**config.mk**
```make
export PLATFORM = sky130hd
export DESIGN_NAME = fp_compare_convert_unit
export DESIGN_NICKNAME = d
export VERILOG_FILES = /design/src/fp_cmp_cvt_pkg.sv /design/src/fp_compare_convert_unit.sv
export SDC_FILE = /design/constraint.sdc
export NUM_CORES = 1
export LEC_CHECK = 0
export BUFFER_PORTS_ARGS = -buffer_cell sky130_fd_sc_hd__buf_4
export CORE_ASPECT_RATIO = 1.4
export CORE_UTILIZATION = 40
export CTS_BUF_LIST = sky130_fd_sc_hd__clkbuf_16
export CTS_CLUSTER_DIAMETER = 30
export DETAILED_ROUTE_END_ITERATION = 10
export PLACE_DENSITY = 0.57
export SETUP_SLACK_MARGIN = 0.4
export SLEW_MARGIN = 20
export SYNTH_ARGS = -nofsm -noshare
export SYNTH_HDL_FRONTEND = slang
export SYNTH_SLANG_ARGS = --single-unit
```
**constraint.sdc**
```tcl
create_clock -name i_core_clk -period 18.45 [get_ports i_core_clk]
set_clock_uncertainty 0.05 [all_clocks]
set_input_delay 1.845 -clock i_core_clk [delete_from_list [all_inputs] [get_ports i_core_clk]]
set_output_delay 1.845 -clock i_core_clk [all_outputs]
set_load 0.005 [all_outputs]
```
**src/fp_cmp_cvt_pkg.sv**
```systemverilog
// constants for the floating-point compare and convert unit
package fp_cmp_cvt_pkg;

  // ----------------------------------------------------------------
  // instruction encoding
  // ----------------------------------------------------------------
  localparam logic [5:0] OPC_PRIMARY  = 6'h3F;
  localparam logic [9:0] XO_CMP_ORD   = 10'h020;
  localparam logic [9:0] XO_CMP_UNORD = 10'h000;
  localparam logic [9:0] XO_CVT_DW    = 10'h32E;
  localparam logic [9:0] XO_CVT_DWZ   = 10'h32F;
  localparam logic [9:0] XO_CVT_W     = 10'h00E;

  // ----------------------------------------------------------------
  // fp_status_control_reg bit positions (bit 31 is the leftmost flag)
  // ----------------------------------------------------------------
  localparam int B_FX      = 31;
  localparam int B_FEX     = 30;
  localparam int B_VX      = 29;
  localparam int B_OX      = 28;
  localparam int B_UX      = 27;
  localparam int B_ZX      = 26;
  localparam int B_XX      = 25;
  localparam int B_SIGNALING_NOT_A_NUMBER_INVALID_FLAG  = 24;
  localparam int B_INVALID_COMPARE_FLAG    = 19;
  localparam int B_FR      = 18;
  localparam int B_FI      = 17;
  localparam int FP_CONDITION_CODE_LSB  = 12;
  localparam int B_INVALID_CONVERT_FLAG   = 8;
  localparam int B_VE      = 7;
  localparam int B_OE      = 6;
  localparam int B_UE      = 5;
  localparam int B_ZE      = 4;
  localparam int B_XE      = 3;
  localparam int RN_LSB    = 0;
  localparam logic [31:0] EXC_MASK    = 32'h1FF8_0700;
  localparam logic [31:0] VX_SRC_MASK = 32'h01F8_0700;
  localparam logic [31:0] STAT_RST    = 32'h0000_0000;

  // condition code, one-hot: less, greater, equal, unordered
  localparam logic [3:0] CC_LT = 4'h8;
  localparam logic [3:0] CC_GT = 4'h4;
  localparam logic [3:0] CC_EQ = 4'h2;
  localparam logic [3:0] CC_UN = 4'h1;

  // rounding_control_field encodings
  localparam logic [1:0] RN_NEAR = 2'h0;
  localparam logic [1:0] RN_ZERO = 2'h1;
  localparam logic [1:0] RN_PINF = 2'h2;
  localparam logic [1:0] RN_MINF = 2'h3;

  // ----------------------------------------------------------------
  // double-precision layout and integer limits
  // ----------------------------------------------------------------
  localparam logic [10:0] EXP_ALL   = 11'h7FF;
  localparam logic [10:0] EXP_BIG   = 11'h43F;
  localparam logic [10:0] EXP_SHIFT = 11'h3F3;
  localparam logic [63:0] MAX64     = 64'h7FFF_FFFF_FFFF_FFFF;
  localparam logic [63:0] MIN64     = 64'h8000_0000_0000_0000;
  localparam logic [31:0] MAX32     = 32'h7FFF_FFFF;
  localparam logic [31:0] MIN32     = 32'h8000_0000;

  // ----------------------------------------------------------------
  // register port map and event bits
  // ----------------------------------------------------------------
  localparam logic [7:0] OFS_STATUS   = 8'h00;
  localparam logic [7:0] OFS_EVT      = 8'h04;
  localparam logic [7:0] OFS_MASK     = 8'h08;
  localparam logic [7:0] OFS_RES_LO   = 8'h0C;
  localparam logic [7:0] OFS_RES_HI   = 8'h10;
  localparam int         EVT_W        = 5;
  localparam int         EV_SIGNALING_NOT_A_NUMBER      = 0;
  localparam int         EV_VC        = 1;
  localparam int         EV_CVI       = 2;
  localparam int         EV_INEXACT   = 3;
  localparam int         EV_ILLEGAL   = 4;
  localparam logic [4:0] EVT_RST      = 5'h00;

endpackage

```
**src/fp_compare_convert_unit.sv**
```systemverilog
// floating-point compare and float-to-integer convert execution unit
//
// Operation
// - ordered compare (63/32) compares double operand A against operand B
// - unordered compare (63/0) compares double operand A against operand B
// - compares set the status condition code and copy it to selected CR field
// - any NaN compare operand gives the unordered condition code
// - any signaling NaN compare operand sets the signaling-NaN invalid flag
// - ordered compare with signaling NaN and invalid disabled sets invalid-compare
// - ordered compare with quiet NaN operand sets invalid-compare flag
// - unordered compare touches only condition code, signaling-NaN flag and the FX, VX and FEX summaries
// - convert 814 gives 64-bit signed integer using the rounding-control field
// - convert 815 gives 64-bit signed integer rounding toward zero always
// - doubleword converts saturate to maximum or most negative 64-bit value
// - doubleword converts set rounded and inexact flags; class field left alone
// - doubleword converts update flags; record bit copies summaries to field 1
// - doubleword converts are illegal instructions on 32-bit builds
// - convert 14 gives 32-bit integer in low word using rounding-control field
// - word convert saturates low word to 0x7FFFFFFF or 0x80000000
// - word convert updates status; record bit copies summaries to field 1
module fp_compare_convert_unit #(
  parameter bit IS_64BIT = 1'b1
) (
  // clock and reset
  input  wire logic        i_core_clk,
  input  wire logic        i_sys_rst,
  // instruction issue
  input  wire logic        i_issue_valid,
  input  wire logic [31:0] i_instr,
  input  wire logic [63:0] i_src_a,
  input  wire logic [63:0] i_src_b,
  // register port
  input  wire logic [7:0]  i_reg_addr,
  input  wire logic [31:0] i_reg_wdata,
  input  wire logic        i_reg_wr,
  input  wire logic        i_reg_rd,
  output logic      [31:0] o_reg_rdata,
  // completion and write-back
  output logic             o_done,
  output logic             o_illegal,
  output logic             o_result_we,
  output logic      [4:0]  o_result_idx,
  output logic      [63:0] o_result,
  output logic             o_cc_we,
  output logic      [2:0]  o_cc_field,
  output logic      [3:0]  o_cc_data,
  output logic             o_cr1_we,
  output logic      [3:0]  o_cr1_data,
  // status
  output logic      [31:0] o_fp_status,
  output logic             o_irq
);

  // ----------------------------------------------------------------
  // operand classification
  // ----------------------------------------------------------------
  function automatic logic is_nan(input logic [63:0] v);
    return (v[62:52] == fp_cmp_cvt_pkg::EXP_ALL) && (v[51:0] != 52'h0);
  endfunction

  function automatic logic is_signaling_not_a_number(input logic [63:0] v);
    return is_nan(v) && !v[51];
  endfunction

  function automatic logic [3:0] fp_order(input logic [63:0] a, input logic [63:0] b);
    logic mag_lt;
    mag_lt = a[62:0] < b[62:0];
    if (is_nan(a) || is_nan(b))
      return fp_cmp_cvt_pkg::CC_UN;
    if ((a[62:0] == 63'h0 && b[62:0] == 63'h0) || a == b)
      return fp_cmp_cvt_pkg::CC_EQ;
    if (a[63] != b[63])
      return a[63] ? fp_cmp_cvt_pkg::CC_LT : fp_cmp_cvt_pkg::CC_GT;
    if (a[63] ^ mag_lt)
      return fp_cmp_cvt_pkg::CC_LT;
    return fp_cmp_cvt_pkg::CC_GT;
  endfunction

  // ----------------------------------------------------------------
  // decode
  // ----------------------------------------------------------------
  logic [31:0]          stat_r;
  logic [31:0]          stat_nxt;
  logic [fp_cmp_cvt_pkg::EVT_W-1:0] evt_r;
  logic [fp_cmp_cvt_pkg::EVT_W-1:0] evt_nxt;
  logic [fp_cmp_cvt_pkg::EVT_W-1:0] mask_r;
  logic [63:0]          last_res_r;

  wire [9:0] xo       = i_instr[10:1];
  wire       prim_ok  = i_issue_valid && (i_instr[31:26] == fp_cmp_cvt_pkg::OPC_PRIMARY);
  wire       dec_ocmp = prim_ok && (xo == fp_cmp_cvt_pkg::XO_CMP_ORD);
  wire       dec_ucmp = prim_ok && (xo == fp_cmp_cvt_pkg::XO_CMP_UNORD);
  wire       dec_dw   = prim_ok && (xo == fp_cmp_cvt_pkg::XO_CVT_DW);
  wire       dec_dwz  = prim_ok && (xo == fp_cmp_cvt_pkg::XO_CVT_DWZ);
  wire       dec_w    = prim_ok && (xo == fp_cmp_cvt_pkg::XO_CVT_W);
  wire       do_cmp   = dec_ocmp || dec_ucmp;
  wire       do_cvtd  = (dec_dw || dec_dwz) && IS_64BIT;
  wire       do_cvt   = do_cvtd || dec_w;
  // anything else issued here is refused, so the core never hangs on it
  wire       illegal  = i_issue_valid && !(do_cmp || do_cvt);
  wire       rec_bit  = i_instr[0];

  // ----------------------------------------------------------------
  // compare
  // ----------------------------------------------------------------
  wire       signaling_not_a_number_any = is_signaling_not_a_number(i_src_a) || is_signaling_not_a_number(i_src_b);
  wire       nan_any  = is_nan(i_src_a) || is_nan(i_src_b);
  wire       quiet_not_a_number_any = nan_any && !(is_signaling_not_a_number(i_src_a) && (is_signaling_not_a_number(i_src_b) || !is_nan(i_src_b)))
                        && !(is_signaling_not_a_number(i_src_b) && !is_nan(i_src_a));
  wire [3:0] cmp_cc   = fp_order(i_src_a, i_src_b);

  // ----------------------------------------------------------------
  // convert: align into 64.64 fixed point, round, saturate
  // ----------------------------------------------------------------
  wire        cv_sign  = i_src_b[63];
  wire [10:0] cv_exp   = i_src_b[62:52];
  wire        cv_nan   = is_nan(i_src_b);
  wire        cv_big   = (cv_exp >= fp_cmp_cvt_pkg::EXP_BIG) && !cv_nan;
  wire        cv_tiny  = cv_exp < fp_cmp_cvt_pkg::EXP_SHIFT;
  wire [52:0] cv_mant  = {cv_exp != 11'h000, i_src_b[51:0]};
  wire [10:0] cv_sh    = cv_exp - fp_cmp_cvt_pkg::EXP_SHIFT;
  // mantissa sits at bits 52:0; shifting by exponent+12 puts the point at bit 64
  wire [127:0] cv_fix  = {75'h0, cv_mant} << cv_sh[6:0];
  wire [63:0] cv_int   = cv_tiny ? 64'h0 : cv_fix[127:64];
  wire        cv_rbit  = cv_tiny ? 1'b0 : cv_fix[63];
  wire        cv_stick = cv_tiny ? (i_src_b[62:0] != 63'h0) : (cv_fix[62:0] != 63'h0);
  wire [1:0]  cv_mode  = dec_dwz ? fp_cmp_cvt_pkg::RN_ZERO
                                 : stat_r[fp_cmp_cvt_pkg::RN_LSB +: 2];
  logic       cv_inc;

  always_comb
  begin
    case (cv_mode)
      fp_cmp_cvt_pkg::RN_NEAR: cv_inc = cv_rbit && (cv_stick || cv_int[0]);
      fp_cmp_cvt_pkg::RN_ZERO: cv_inc = 1'b0;
      fp_cmp_cvt_pkg::RN_PINF: cv_inc = !cv_sign && (cv_rbit || cv_stick);
      fp_cmp_cvt_pkg::RN_MINF: cv_inc = cv_sign && (cv_rbit || cv_stick);
      default:                 cv_inc = 1'b0;
    endcase
  end

  wire [64:0] cv_mag   = {1'b0, cv_int} + {64'h0, cv_inc};
  wire [63:0] cv_neg   = (~cv_mag[63:0]) + 64'h1;
  wire [63:0] cv_sres  = cv_sign ? cv_neg : cv_mag[63:0];
  // negative side reaches one further than positive: -2**63 and -2**31 fit
  wire        ovf64    = cv_big || (cv_sign ? (cv_mag[64] || (cv_mag[63] && cv_mag[62:0] != 63'h0))
                                            : (cv_mag[64:63] != 2'h0));
  wire        ovf32    = cv_big || (cv_sign ? ((cv_mag[64:32] != 33'h0) ||
                                               (cv_mag[31] && cv_mag[30:0] != 31'h0))
                                            : (cv_mag[64:31] != 34'h0));
  wire        cv_inv   = cv_nan || (dec_w ? ovf32 : ovf64);
  wire [63:0] res64    = cv_nan ? fp_cmp_cvt_pkg::MIN64
                       : ovf64  ? (cv_sign ? fp_cmp_cvt_pkg::MIN64 : fp_cmp_cvt_pkg::MAX64)
                       : cv_sres;
  wire [31:0] res32    = cv_nan ? fp_cmp_cvt_pkg::MIN32
                       : ovf32  ? (cv_sign ? fp_cmp_cvt_pkg::MIN32 : fp_cmp_cvt_pkg::MAX32)
                       : cv_sres[31:0];
  // upper word of a word convert has no defined value; zero keeps it repeatable
  wire [63:0] cv_res   = dec_w ? {32'h0, res32} : res64;
  wire        cv_fi    = !cv_inv && (cv_rbit || cv_stick);
  wire        cv_fr    = !cv_inv && cv_inc;

  // ----------------------------------------------------------------
  // status register update
  // ----------------------------------------------------------------
  wire        wr_stat  = i_reg_wr && (i_reg_addr == fp_cmp_cvt_pkg::OFS_STATUS);
  wire [31:0] stat_base = wr_stat ? i_reg_wdata : stat_r;
  logic [31:0] stat_upd;

  // hardware sets land on top of a same-cycle software write, so none is lost
  always_comb
  begin
    stat_upd = stat_base;
    if (do_cmp)
    begin
      stat_upd[fp_cmp_cvt_pkg::FP_CONDITION_CODE_LSB +: 4] = cmp_cc;
      if (signaling_not_a_number_any)
        stat_upd[fp_cmp_cvt_pkg::B_SIGNALING_NOT_A_NUMBER_INVALID_FLAG] = 1'b1;
      if (dec_ocmp && (quiet_not_a_number_any || (signaling_not_a_number_any && !stat_base[fp_cmp_cvt_pkg::B_VE])))
        stat_upd[fp_cmp_cvt_pkg::B_INVALID_COMPARE_FLAG] = 1'b1;
    end
    if (do_cvt)
    begin
      stat_upd[fp_cmp_cvt_pkg::B_FR] = cv_fr;
      stat_upd[fp_cmp_cvt_pkg::B_FI] = cv_fi;
      if (cv_fi)
        stat_upd[fp_cmp_cvt_pkg::B_XX] = 1'b1;
      if (is_signaling_not_a_number(i_src_b))
        stat_upd[fp_cmp_cvt_pkg::B_SIGNALING_NOT_A_NUMBER_INVALID_FLAG] = 1'b1;
      if (cv_inv)
        stat_upd[fp_cmp_cvt_pkg::B_INVALID_CONVERT_FLAG] = 1'b1;
    end
  end

  wire        new_exc  = ((stat_upd & ~stat_base & fp_cmp_cvt_pkg::EXC_MASK) != 32'h0);
  wire        sum_vx   = ((stat_upd & fp_cmp_cvt_pkg::VX_SRC_MASK) != 32'h0);
  wire        sum_fex  = (sum_vx && stat_upd[fp_cmp_cvt_pkg::B_VE]) ||
                         (stat_upd[fp_cmp_cvt_pkg::B_OX] && stat_upd[fp_cmp_cvt_pkg::B_OE]) ||
                         (stat_upd[fp_cmp_cvt_pkg::B_UX] && stat_upd[fp_cmp_cvt_pkg::B_UE]) ||
                         (stat_upd[fp_cmp_cvt_pkg::B_ZX] && stat_upd[fp_cmp_cvt_pkg::B_ZE]) ||
                         (stat_upd[fp_cmp_cvt_pkg::B_XX] && stat_upd[fp_cmp_cvt_pkg::B_XE]);

  always_comb
  begin
    stat_nxt = stat_upd;
    stat_nxt[fp_cmp_cvt_pkg::B_FX]  = stat_upd[fp_cmp_cvt_pkg::B_FX] || new_exc;
    stat_nxt[fp_cmp_cvt_pkg::B_VX]  = sum_vx;
    stat_nxt[fp_cmp_cvt_pkg::B_FEX] = sum_fex;
  end

  // ----------------------------------------------------------------
  // events, mask and register port
  // ----------------------------------------------------------------
  wire [fp_cmp_cvt_pkg::EVT_W-1:0] ev_set = {
    illegal,
    do_cvt && cv_fi,
    do_cvt && cv_inv,
    dec_ocmp && (stat_upd[fp_cmp_cvt_pkg::B_INVALID_COMPARE_FLAG] && !stat_base[fp_cmp_cvt_pkg::B_INVALID_COMPARE_FLAG]),
    (do_cmp && signaling_not_a_number_any) || (do_cvt && is_signaling_not_a_number(i_src_b))
  };
  wire wr_evt  = i_reg_wr && (i_reg_addr == fp_cmp_cvt_pkg::OFS_EVT);
  wire wr_mask = i_reg_wr && (i_reg_addr == fp_cmp_cvt_pkg::OFS_MASK);
  wire [fp_cmp_cvt_pkg::EVT_W-1:0] evt_clr = wr_evt ? i_reg_wdata[fp_cmp_cvt_pkg::EVT_W-1:0] : '0;
  wire [fp_cmp_cvt_pkg::EVT_W-1:0] mask_nxt = wr_mask ? i_reg_wdata[fp_cmp_cvt_pkg::EVT_W-1:0] : mask_r;

  // set wins over write-one-to-clear in the same cycle
  assign evt_nxt = (evt_r & ~evt_clr) | ev_set;

  logic [31:0] rd_mux;
  always_comb
  begin
    case (i_reg_addr)
      fp_cmp_cvt_pkg::OFS_STATUS: rd_mux = stat_r;
      fp_cmp_cvt_pkg::OFS_EVT:    rd_mux = {{(32-fp_cmp_cvt_pkg::EVT_W){1'b0}}, evt_r};
      fp_cmp_cvt_pkg::OFS_MASK:   rd_mux = {{(32-fp_cmp_cvt_pkg::EVT_W){1'b0}}, mask_r};
      fp_cmp_cvt_pkg::OFS_RES_LO: rd_mux = last_res_r[31:0];
      fp_cmp_cvt_pkg::OFS_RES_HI: rd_mux = last_res_r[63:32];
      default:                    rd_mux = 32'h0000_0000;
    endcase
  end

  // ----------------------------------------------------------------
  // state registers
  // ----------------------------------------------------------------
  always_ff @(posedge i_core_clk or posedge i_sys_rst)
  begin
    if (i_sys_rst)
    begin
      stat_r     <= fp_cmp_cvt_pkg::STAT_RST;
      evt_r      <= fp_cmp_cvt_pkg::EVT_RST;
      mask_r     <= fp_cmp_cvt_pkg::EVT_RST;
      last_res_r <= 64'h0;
    end
    else
    begin
      stat_r <= stat_nxt;
      evt_r  <= evt_nxt;
      mask_r <= mask_nxt;
      if (do_cvt)
        last_res_r <= cv_res;
    end
  end

  // ----------------------------------------------------------------
  // output registers, one cycle after issue
  // ----------------------------------------------------------------
  always_ff @(posedge i_core_clk or posedge i_sys_rst)
  begin
    if (i_sys_rst)
    begin
      o_reg_rdata  <= 32'h0000_0000;
      o_done       <= 1'b0;
      o_illegal    <= 1'b0;
      o_result_we  <= 1'b0;
      o_result_idx <= 5'h00;
      o_result     <= 64'h0;
      o_cc_we      <= 1'b0;
      o_cc_field   <= 3'h0;
      o_cc_data    <= 4'h0;
      o_cr1_we     <= 1'b0;
      o_cr1_data   <= 4'h0;
      o_fp_status  <= fp_cmp_cvt_pkg::STAT_RST;
      o_irq        <= 1'b0;
    end
    else
    begin
      o_reg_rdata  <= i_reg_rd ? rd_mux : 32'h0000_0000;
      o_done       <= i_issue_valid;
      o_illegal    <= illegal;
      o_result_we  <= do_cvt;
      o_result_idx <= i_instr[25:21];
      o_result     <= do_cvt ? cv_res : 64'h0;
      o_cc_we      <= do_cmp;
      o_cc_field   <= i_instr[25:23];
      o_cc_data    <= do_cmp ? cmp_cc : 4'h0;
      o_cr1_we     <= do_cvt && rec_bit;
      o_cr1_data   <= {stat_nxt[fp_cmp_cvt_pkg::B_FX], stat_nxt[fp_cmp_cvt_pkg::B_FEX],
                       stat_nxt[fp_cmp_cvt_pkg::B_VX], stat_nxt[fp_cmp_cvt_pkg::B_OX]};
      o_fp_status  <= stat_nxt;
      o_irq        <= ((evt_nxt & mask_nxt) != '0);
    end
  end
endmodule // fp_compare_convert_unit

```
==> results of run 1 <==
-- registers in the layout, summed over array words and instances, names as in the netlist, 2 cells and up, named ones only --
register and flops:
o_result_idx 2, mask_r 5, last_res_r 64, o_fp_status 20, o_cc_data 4, o_result 64
o_reg_rdata 32, evt_r 5, o_cc_field 3
-- area by class of cell --
type | instances | area (sq um) | share of cell area, %
multi-input combinational | 2122 | 15500 | 59.3
sequential | 217 | 5430 | 20.8
timing repair buffer | 402 | 3020 | 11.5
tap | 721 | 902 | 3.45
clock buffer | 26 | 651 | 2.49
inverter | 88 | 338 | 1.29
clock inverter | 22 | 294 | 1.12
-- metrics by stage --
stage	power (mW)	hold slack, ps	instances	worst slack [ps]	area [sq um]
5_1_grt	1.88	445	3598	4360	26200
2_1_floorplan	0.959	383	2604	8340	22100
6_report	1.82	418	3598	4960	26200
4_1_cts	1.80	423	3598	5120	26100
3_3_place_gp	1.25	398	3550	4690	25200
3_5_place_dp	1.25	410	3550	4580	25200
-- kinds of logic after synthesis --
group           after synthesis  share of synthesized area, %
mux                         318                          17.7
buf+inv                     265                          5.59
flops                       217                          24.6
fa+ha+maj                    68                          3.86
simple gates                940                          22.0
compound gates              721                          23.1
xor+xnor                     75                          3.13
-- worst max-delay path: cells and delay by family --
kind	cells	cell delay (ps)
and+or+nand+nor	9	3300
AOI/OAI and AO/OA	10	2740
buffers and inverters	5	2270
muxes	3	1470
adders and majority gates	3	1250
xor gates and xnor gates	2	880
-- routing by layer --
metal  wire length [um]  GRT usage, %
met3               6640          5.17
met2              53400          66.4
met1              37900          40.2
met4              11900          35.1
met5                  0             0
-- power groups by stage --
stage               Combinational, mW  Clock, mW  Sequential, mW
finish                          0.787      0.545           0.488
global route                    0.822      0.571           0.488
CTS                             0.761      0.552           0.488
detailed placement              0.758          0           0.497
global placement                0.753          0           0.496
floorplan                       0.465          0           0.494
-- layout by cell type, fill, tap and decap left out, types with 24 or more instances in the layout --
cell / count
buf_4: 402
nand2_1: 258
dfrtp_1: 217
nor2_1: 176
mux2_2: 142
a21oi_1: 141
mux2i_1: 130
o21ai_0: 99
inv_1: 86
nor3_1: 73
nand3_1: 68
a21o_1: 68
ha_1: 67
nor4_1: 58
a22oi_1: 52
nand4_1: 51
nand2b_1: 43
mux4_2: 43
xnor2_1: 43
o22ai_1: 32
xor2_1: 27
o211ai_1: 27
a32oi_1: 27
clkbuf_16: 26
and3_1: 24
-- worst max-delay path by stage --
stage                start                         to  slack (ps)  cells past startpoint
2_1_floorplan  i_src_b[52]  o_fp_status[30]$_DFF_PP0_        8340                     37
3_3_place_gp   i_src_b[52]  last_res_r[4]$_DFFE_PP0P_        4690                     32
3_5_place_dp   i_src_b[52]  last_res_r[4]$_DFFE_PP0P_        4580                     32
4_1_cts        i_src_b[52]  last_res_r[4]$_DFFE_PP0P_        5120                     32
5_1_grt        i_src_b[52]      o_result[4]$_DFF_PP0_        4360                     31
6_report       i_src_b[52]  last_res_r[4]$_DFFE_PP0P_        4960                     32
==> metrics.md, run 1 <==
| Metric | Value |
|---|---|
| Least-Margin Pin Slew | `1180 ps` |
| Final setup vio count | `0` |
| Post-synth EDFFs | `0` |
| Maximum VDD drop | `0.0000707 V` |
| Clock latency on the worst-skew pair | `550 ps` |
| Die height | `280 um` |
| Reg2reg end | `last_res_r[4]$_DFFE_PP0P_` |
| Net Sw Frac | `41.3%` |
| # IOs | `355` |
| Synth warn | `0` |
| CTS Buf Count | `26` |
| Die area | `56,100 sq um` |
| MaxCap Viol Count | `0` |
| Area delta synth->final | `18.6%` |
| Syn Std Cell Area | `22,100 sq um` |
| Clk buf depth | `3` |
| Total negative setup slack | `0 ps` |
| CP most frequent cell | `buf_4` |
| Crit path max fanout | `89` |
| FP Rows | `101` |
| WS Path Type | `input port to flop` |
| Register area share after synthesis | `24.6%` |
| Fill cells | `5,354` |
| PortBufs | `342` |
| DRC violation count after routing | `0` |
| Clock sinks | `217` |
| Overflow after GRT | `0` |
| R2R Setup Slk | `10,860 ps` |
| Util after Layout | `48.1%` |
| WHS Endpoint | `last_res_r[63]$_DFFE_PP0P_` |
| Min-delay src | `last_res_r[63]$_DFFE_PP0P_` |
| P_int | `1.07 mW` |
| Initial Util | `40.6%` |
| Sequential Power Share | `26.8%` |
| CP peak stage delay | `790 ps` |
| Arrival time at the worst endpoint | `13,850 ps` |
| DP HPWL | `87.9 mm` |
| Antenna violations before repair | `0` |
| Final worst path period share | `73.1%` |
| Slew headroom | `20.7%` |
| DRT Pass-1 Iters | `6` |
| Ranking of synthesized cells by area | `dfrtp_1 25%, mux2_2 7.2%, mux2i_1 5.9%, nand2_1 4.4%, mux4_2 4.4%` |
| Final Hold Viols | `0` |
| Required time worst endpoint | `18,810 ps` |
| Top-count cell post-synth | `nand2_1` |
| Largest net degree at the start of global routing | `90` |
| Startpoint types | `input port` |
| Vias per cell | `6.51` |
| Count of cell types in the netlist | `104` |
| Global-route wire length before repair | `158 mm` |
| Root Buffer | `clkbuf_16` |
| Mapped Nets | `2,877` |
| Fmax | `0.0741 GHz` |
| GRT Util Overall | `38.2%` |
| Worst Hold Class | `flop to flop` |
| Comb pwr share | `43.3%` |
| TritonCTS clock tree | `yes` |
| Routed wire length | `110 mm` |
| Min-Delay Path Depth | `2` |
| DRT antenna net count | `0` |
| Worst path slowest cell | `ha_1` |
| CTS H-tree lvls | `1` |
| Unrepaired setup endpoints after global routing | `no` |
| Postcts setup bufs | `0` |
| Clock Power Share | `29.9%` |
| Period minus WS final | `13,490 ps` |
| Yosys top cell by area | `dfrtp_1` |
| Cell count after synthesis | `2,604` |
| Clock Pin Slew Worst Setup and Hold Paths | `60 ps` |
| Share of layout cells above drive strength 1 | `24.7%` |
| Share of the synthesized area in the top cell type | `24.6%` |
| Mean Syn Cell Area | `8.47 sq um` |
| Inserted Diodes | `0` |
| Starting DRT DRC Count | `1,944` |
| GP Congestion | `1.07` |
| NetSw | `752 uW` |
| Asr flop ratio synth | `100%` |
| Hold-fix buffers, CTS | `0` |
| R2R depth | `18` |
| DR vias | `23,400` |
| Crit end category | `flop` |
| Primary FF master, synth | `dfrtp_1` |
| Final net count | `3,130` |
| Final Max Tran Viols | `0` |
| Die X-Extent | `200 um` |
| Yosys reg bits | `217` |
| Top cells by count, synth | `259 x nand2_1, 217 x dfrtp_1, 179 x nor2_1` |
| Vias in the first global route | `22,900` |
| Cell leakage power | `11.8 nW` |
| Pwr per Cell Area | `69.6 nW/um^2` |
| Outcome | `finished, final reports clean` |
| Core area | `54,300 sq um` |
| Post-cts resize count | `0` |
| Routed WL per cell | `30.5 um` |
No activity file was read; power rests on OpenSTA's default activity.
==> run 2, diff against run 1 <==
==> constraint.sdc (replaced) <==
create_clock -name i_core_clk -period 13.6 [get_ports i_core_clk]
set_clock_uncertainty 0.05 [all_clocks]
set_input_delay 1.36 -clock i_core_clk [delete_from_list [all_inputs] [get_ports i_core_clk]]
set_output_delay 1.36 -clock i_core_clk [all_outputs]
set_load 0.005 [all_outputs]
==> run 2 against run 1 <==
Register-to-register slack lost 3900 ps. Critical path depth grew 2. Non-clock buffer count grew 83. Design area grew 1.8%.
==> metrics.md, run 2 (synthesized netlist as in run 1, its figures left out) <==
| Metric | Value |
|---|---|
| DRT antenna net count | `0 (unchanged)` |
| Die area | `56,100 sq um (unchanged)` |
| Commonest non-fill, non-tap cells in the layout | `479 x buf_4, 258 x nand2_1, 217 x dfrtp_1 (was 402 x buf_4, 258 x nand2_1, 217 x dfrtp_1)` |
| CP most frequent cell | `buf_4 (unchanged)` |
| DRC violation count after routing | `0 (unchanged)` |
| Most common cell after layout, fill and taps aside | `buf_4 (unchanged)` |
| # IOs | `355 (unchanged)` |
| Antenna violations before repair | `2 (was 0)` |
| Worst Hold Class | `flop to flop (unchanged)` |
| Largest regs | `last_res_r x64, o_result x64, o_reg_rdata x32 (unchanged)` |
| Startpoint types | `input port (unchanged)` |
| Final setup vio count | `0 (unchanged)` |
| Crit path max fanout | `83 (was 89)` |
| CTS H-tree lvls | `1 (unchanged)` |
| Area delta synth->final | `20.7% (was 18.6%)` |
| Dpl ws | `1840 ps (was 4580 ps)` |
| DRT Pass-1 Iters | `8 (was 6)` |
| Postcts setup bufs | `0 (unchanged)` |
| CP peak stage delay | `940 ps (was 790 ps)` |
| Final worst path period share | `85.7%` |
| Sequential Power Share | `27.6% (was 26.8%)` |
| Core area | `54,300 sq um (unchanged)` |
| Placed inst area | `25,900 sq um (was 25,200 sq um)` |
| Routed wire length | `115 mm (was 110 mm)` |
| DR vias | `24,000 (was 23,400)` |
| Required time worst endpoint | `14,020 ps (was 18,810 ps)` |
| Vias in the first global route | `23,900 (was 22,900)` |
| Share of layout cells above drive strength 1 | `26.6% (was 24.7%)` |
| Clock latency on the worst-skew pair | `530 ps (was 550 ps)` |
| Slew headroom | `13.2% (was 20.7%)` |
| Period minus WS final | `11,660 ps` |
| Clock Pin Slew Worst Setup and Hold Paths | `70 ps (was 60 ps)` |
| TritonCTS clock tree | `yes (unchanged)` |
| Clock sinks | `217 (unchanged)` |
| Vias per cell | `6.54 (was 6.51)` |
| FP Rows | `101 (unchanged)` |
| P_int | `1.37 mW (was 1.07 mW)` |
| GRT Util Overall | `40.0% (was 38.2%)` |
| Least-Margin Pin Slew | `1300 ps (was 1180 ps)` |
| Unrepaired setup endpoints after global routing | `no (unchanged)` |
| DP HPWL | `92.5 mm (was 87.9 mm)` |
| NetSw | `1.03 mW (was 752 uW)` |
| Cell leakage power | `12.1 nW (was 11.8 nW)` |
| PortBufs | `342 (unchanged)` |
| Largest net degree at the start of global routing | `91 (was 90)` |
| Starting DRT DRC Count | `1,997 (was 1,944)` |
| Overflow after GRT | `0 (unchanged)` |
| WS Path Type | `input port to flop (unchanged)` |
| Crit end category | `flop (unchanged)` |
| Post-route cell area | `26,600 sq um (was 26,200 sq um)` |
| Hold-fix buffers, CTS | `0 (unchanged)` |
| Net Sw Frac | `42.9% (was 41.3%)` |
| Die X-Extent | `200 um (unchanged)` |
| CTS Buf Count | `22 (was 26)` |
| Setup ws final | `1940 ps (was 4960 ps)` |
| Clock Power Share | `25.0% (was 29.9%)` |
| Outcome | `finished, final reports clean (unchanged)` |
| Arrival time at the worst endpoint | `12,080 ps (was 13,850 ps)` |
| Die height | `280 um (unchanged)` |
| Worst path slowest cell | `ha_4 (was ha_1)` |
| Root Buffer | `clkbuf_16 (unchanged)` |
| Total negative setup slack | `0 ps (unchanged)` |
| Initial Util | `40.6% (unchanged)` |
| Global-route wire length before repair | `165 mm (was 158 mm)` |
| Fmax | `0.0858 GHz` |
| Pwr per Cell Area | `89.9 nW/um^2 (was 69.6 nW/um^2)` |
| Clk buf depth | `3 (unchanged)` |
| Routed WL per cell | `31.3 um (was 30.5 um)` |
| GP Congestion | `1.06 (was 1.07)` |
| Maximum VDD drop | `0.0000722 V (was 0.0000707 V)` |
| MaxCap Viol Count | `0 (unchanged)` |
| Comb pwr share | `47.4% (was 43.3%)` |
| Final Hold Viols | `0 (unchanged)` |
| Final net count | `3,209 (was 3,130)` |
| Final Max Tran Viols | `0 (unchanged)` |
| Post-cts resize count | `0 (unchanged)` |
| Util after Layout | `49.0% (was 48.1%)` |
## run 2: cell count changes in the layout (fill, tap and decap cells not counted), moves of 3 or more
cell       delta
buf_12        +6
clkinv_2      +3
bufinv_16     -3
clkbuf_16     -4
buf_4        +77
## run 2: power by group through the flow
stage	Combinational (mW)	Sequential [mW]	Clock [mW]
after floorplan	0.631	0.670	0
after global placement	1.08	0.673	0
after detailed placement	1.09	0.673	0
after CTS	1.09	0.661	0.604
after global routing	1.18	0.661	0.624
final	1.13	0.661	0.599
## run 2: final timing paths
path,start,cells after the start,to,slack [ps]
max reg2reg,flop,19,last_res_r[49]$_DFFE_PP0P_,6920
min,last_res_r[60]$_DFFE_PP0P_,1,last_res_r[60]$_DFFE_PP0P_,420
min reg2reg,last_res_r[60]$_DFFE_PP0P_,1,last_res_r[60]$_DFFE_PP0P_,420
max,i_src_b[53],34,last_res_r[49]$_DFFE_PP0P_,1940
max in group asynchronous,i_sys_rst,4,last_res_r[6]$_DFFE_PP0P_,10480
min in group asynchronous,i_sys_rst,2,o_cc_field[1]$_DFF_PP0_,830
## run 2: critical path, delay by kind of cell
| family | cells | cell delay (ps) |
|---|---|---|
| buffers and inverters | 7 | 1230 |
| adder cells (fa/ha/maj) | 2 | 1180 |
| XOR/XNOR | 1 | 190 |
| AO/OA/AOI/OAI | 7 | 1570 |
| multiplexers | 3 | 1440 |
| AND/OR/NAND/NOR | 14 | 5070 |
## run 2: cell type report
| cell class | instances | area, sq um |
|---|---|---|
| antenna | 1 | 2.50 |
| sequential | 217 | 5430 |
| tap | 721 | 902 |
| clock buffer | 22 | 551 |
| multi-input combinational | 2122 | 15500 |
| fill | 5341 | 27700 |
| timing repair buffer | 485 | 3720 |
| clock inverter | 18 | 169 |
| inverter | 88 | 338 |
## run 2: metrics by stage
| stage | total power [mW] | hold WS [ps] | instances |
|---|---|---|---|
| floorplan | 1.30 | 383 | 2604 |
| global placement | 1.75 | 399 | 3633 |
| detailed placement | 1.76 | 409 | 3633 |
| CTS | 2.36 | 424 | 3673 |
| global route | 2.46 | 445 | 3673 |
| finish | 2.39 | 422 | 3674 |
## run 2: routing by layer
layer  vias up  GRT usage (%)  wire length (um)  share of wire, %
li1      10600              -                 -                 -
met1     11800           40.6             39600                34
met2      1268           70.2             56100                49
met3       407           6.41              6780               5.9
met4         0           37.2             12300                11
met5         -              0                 0                 0
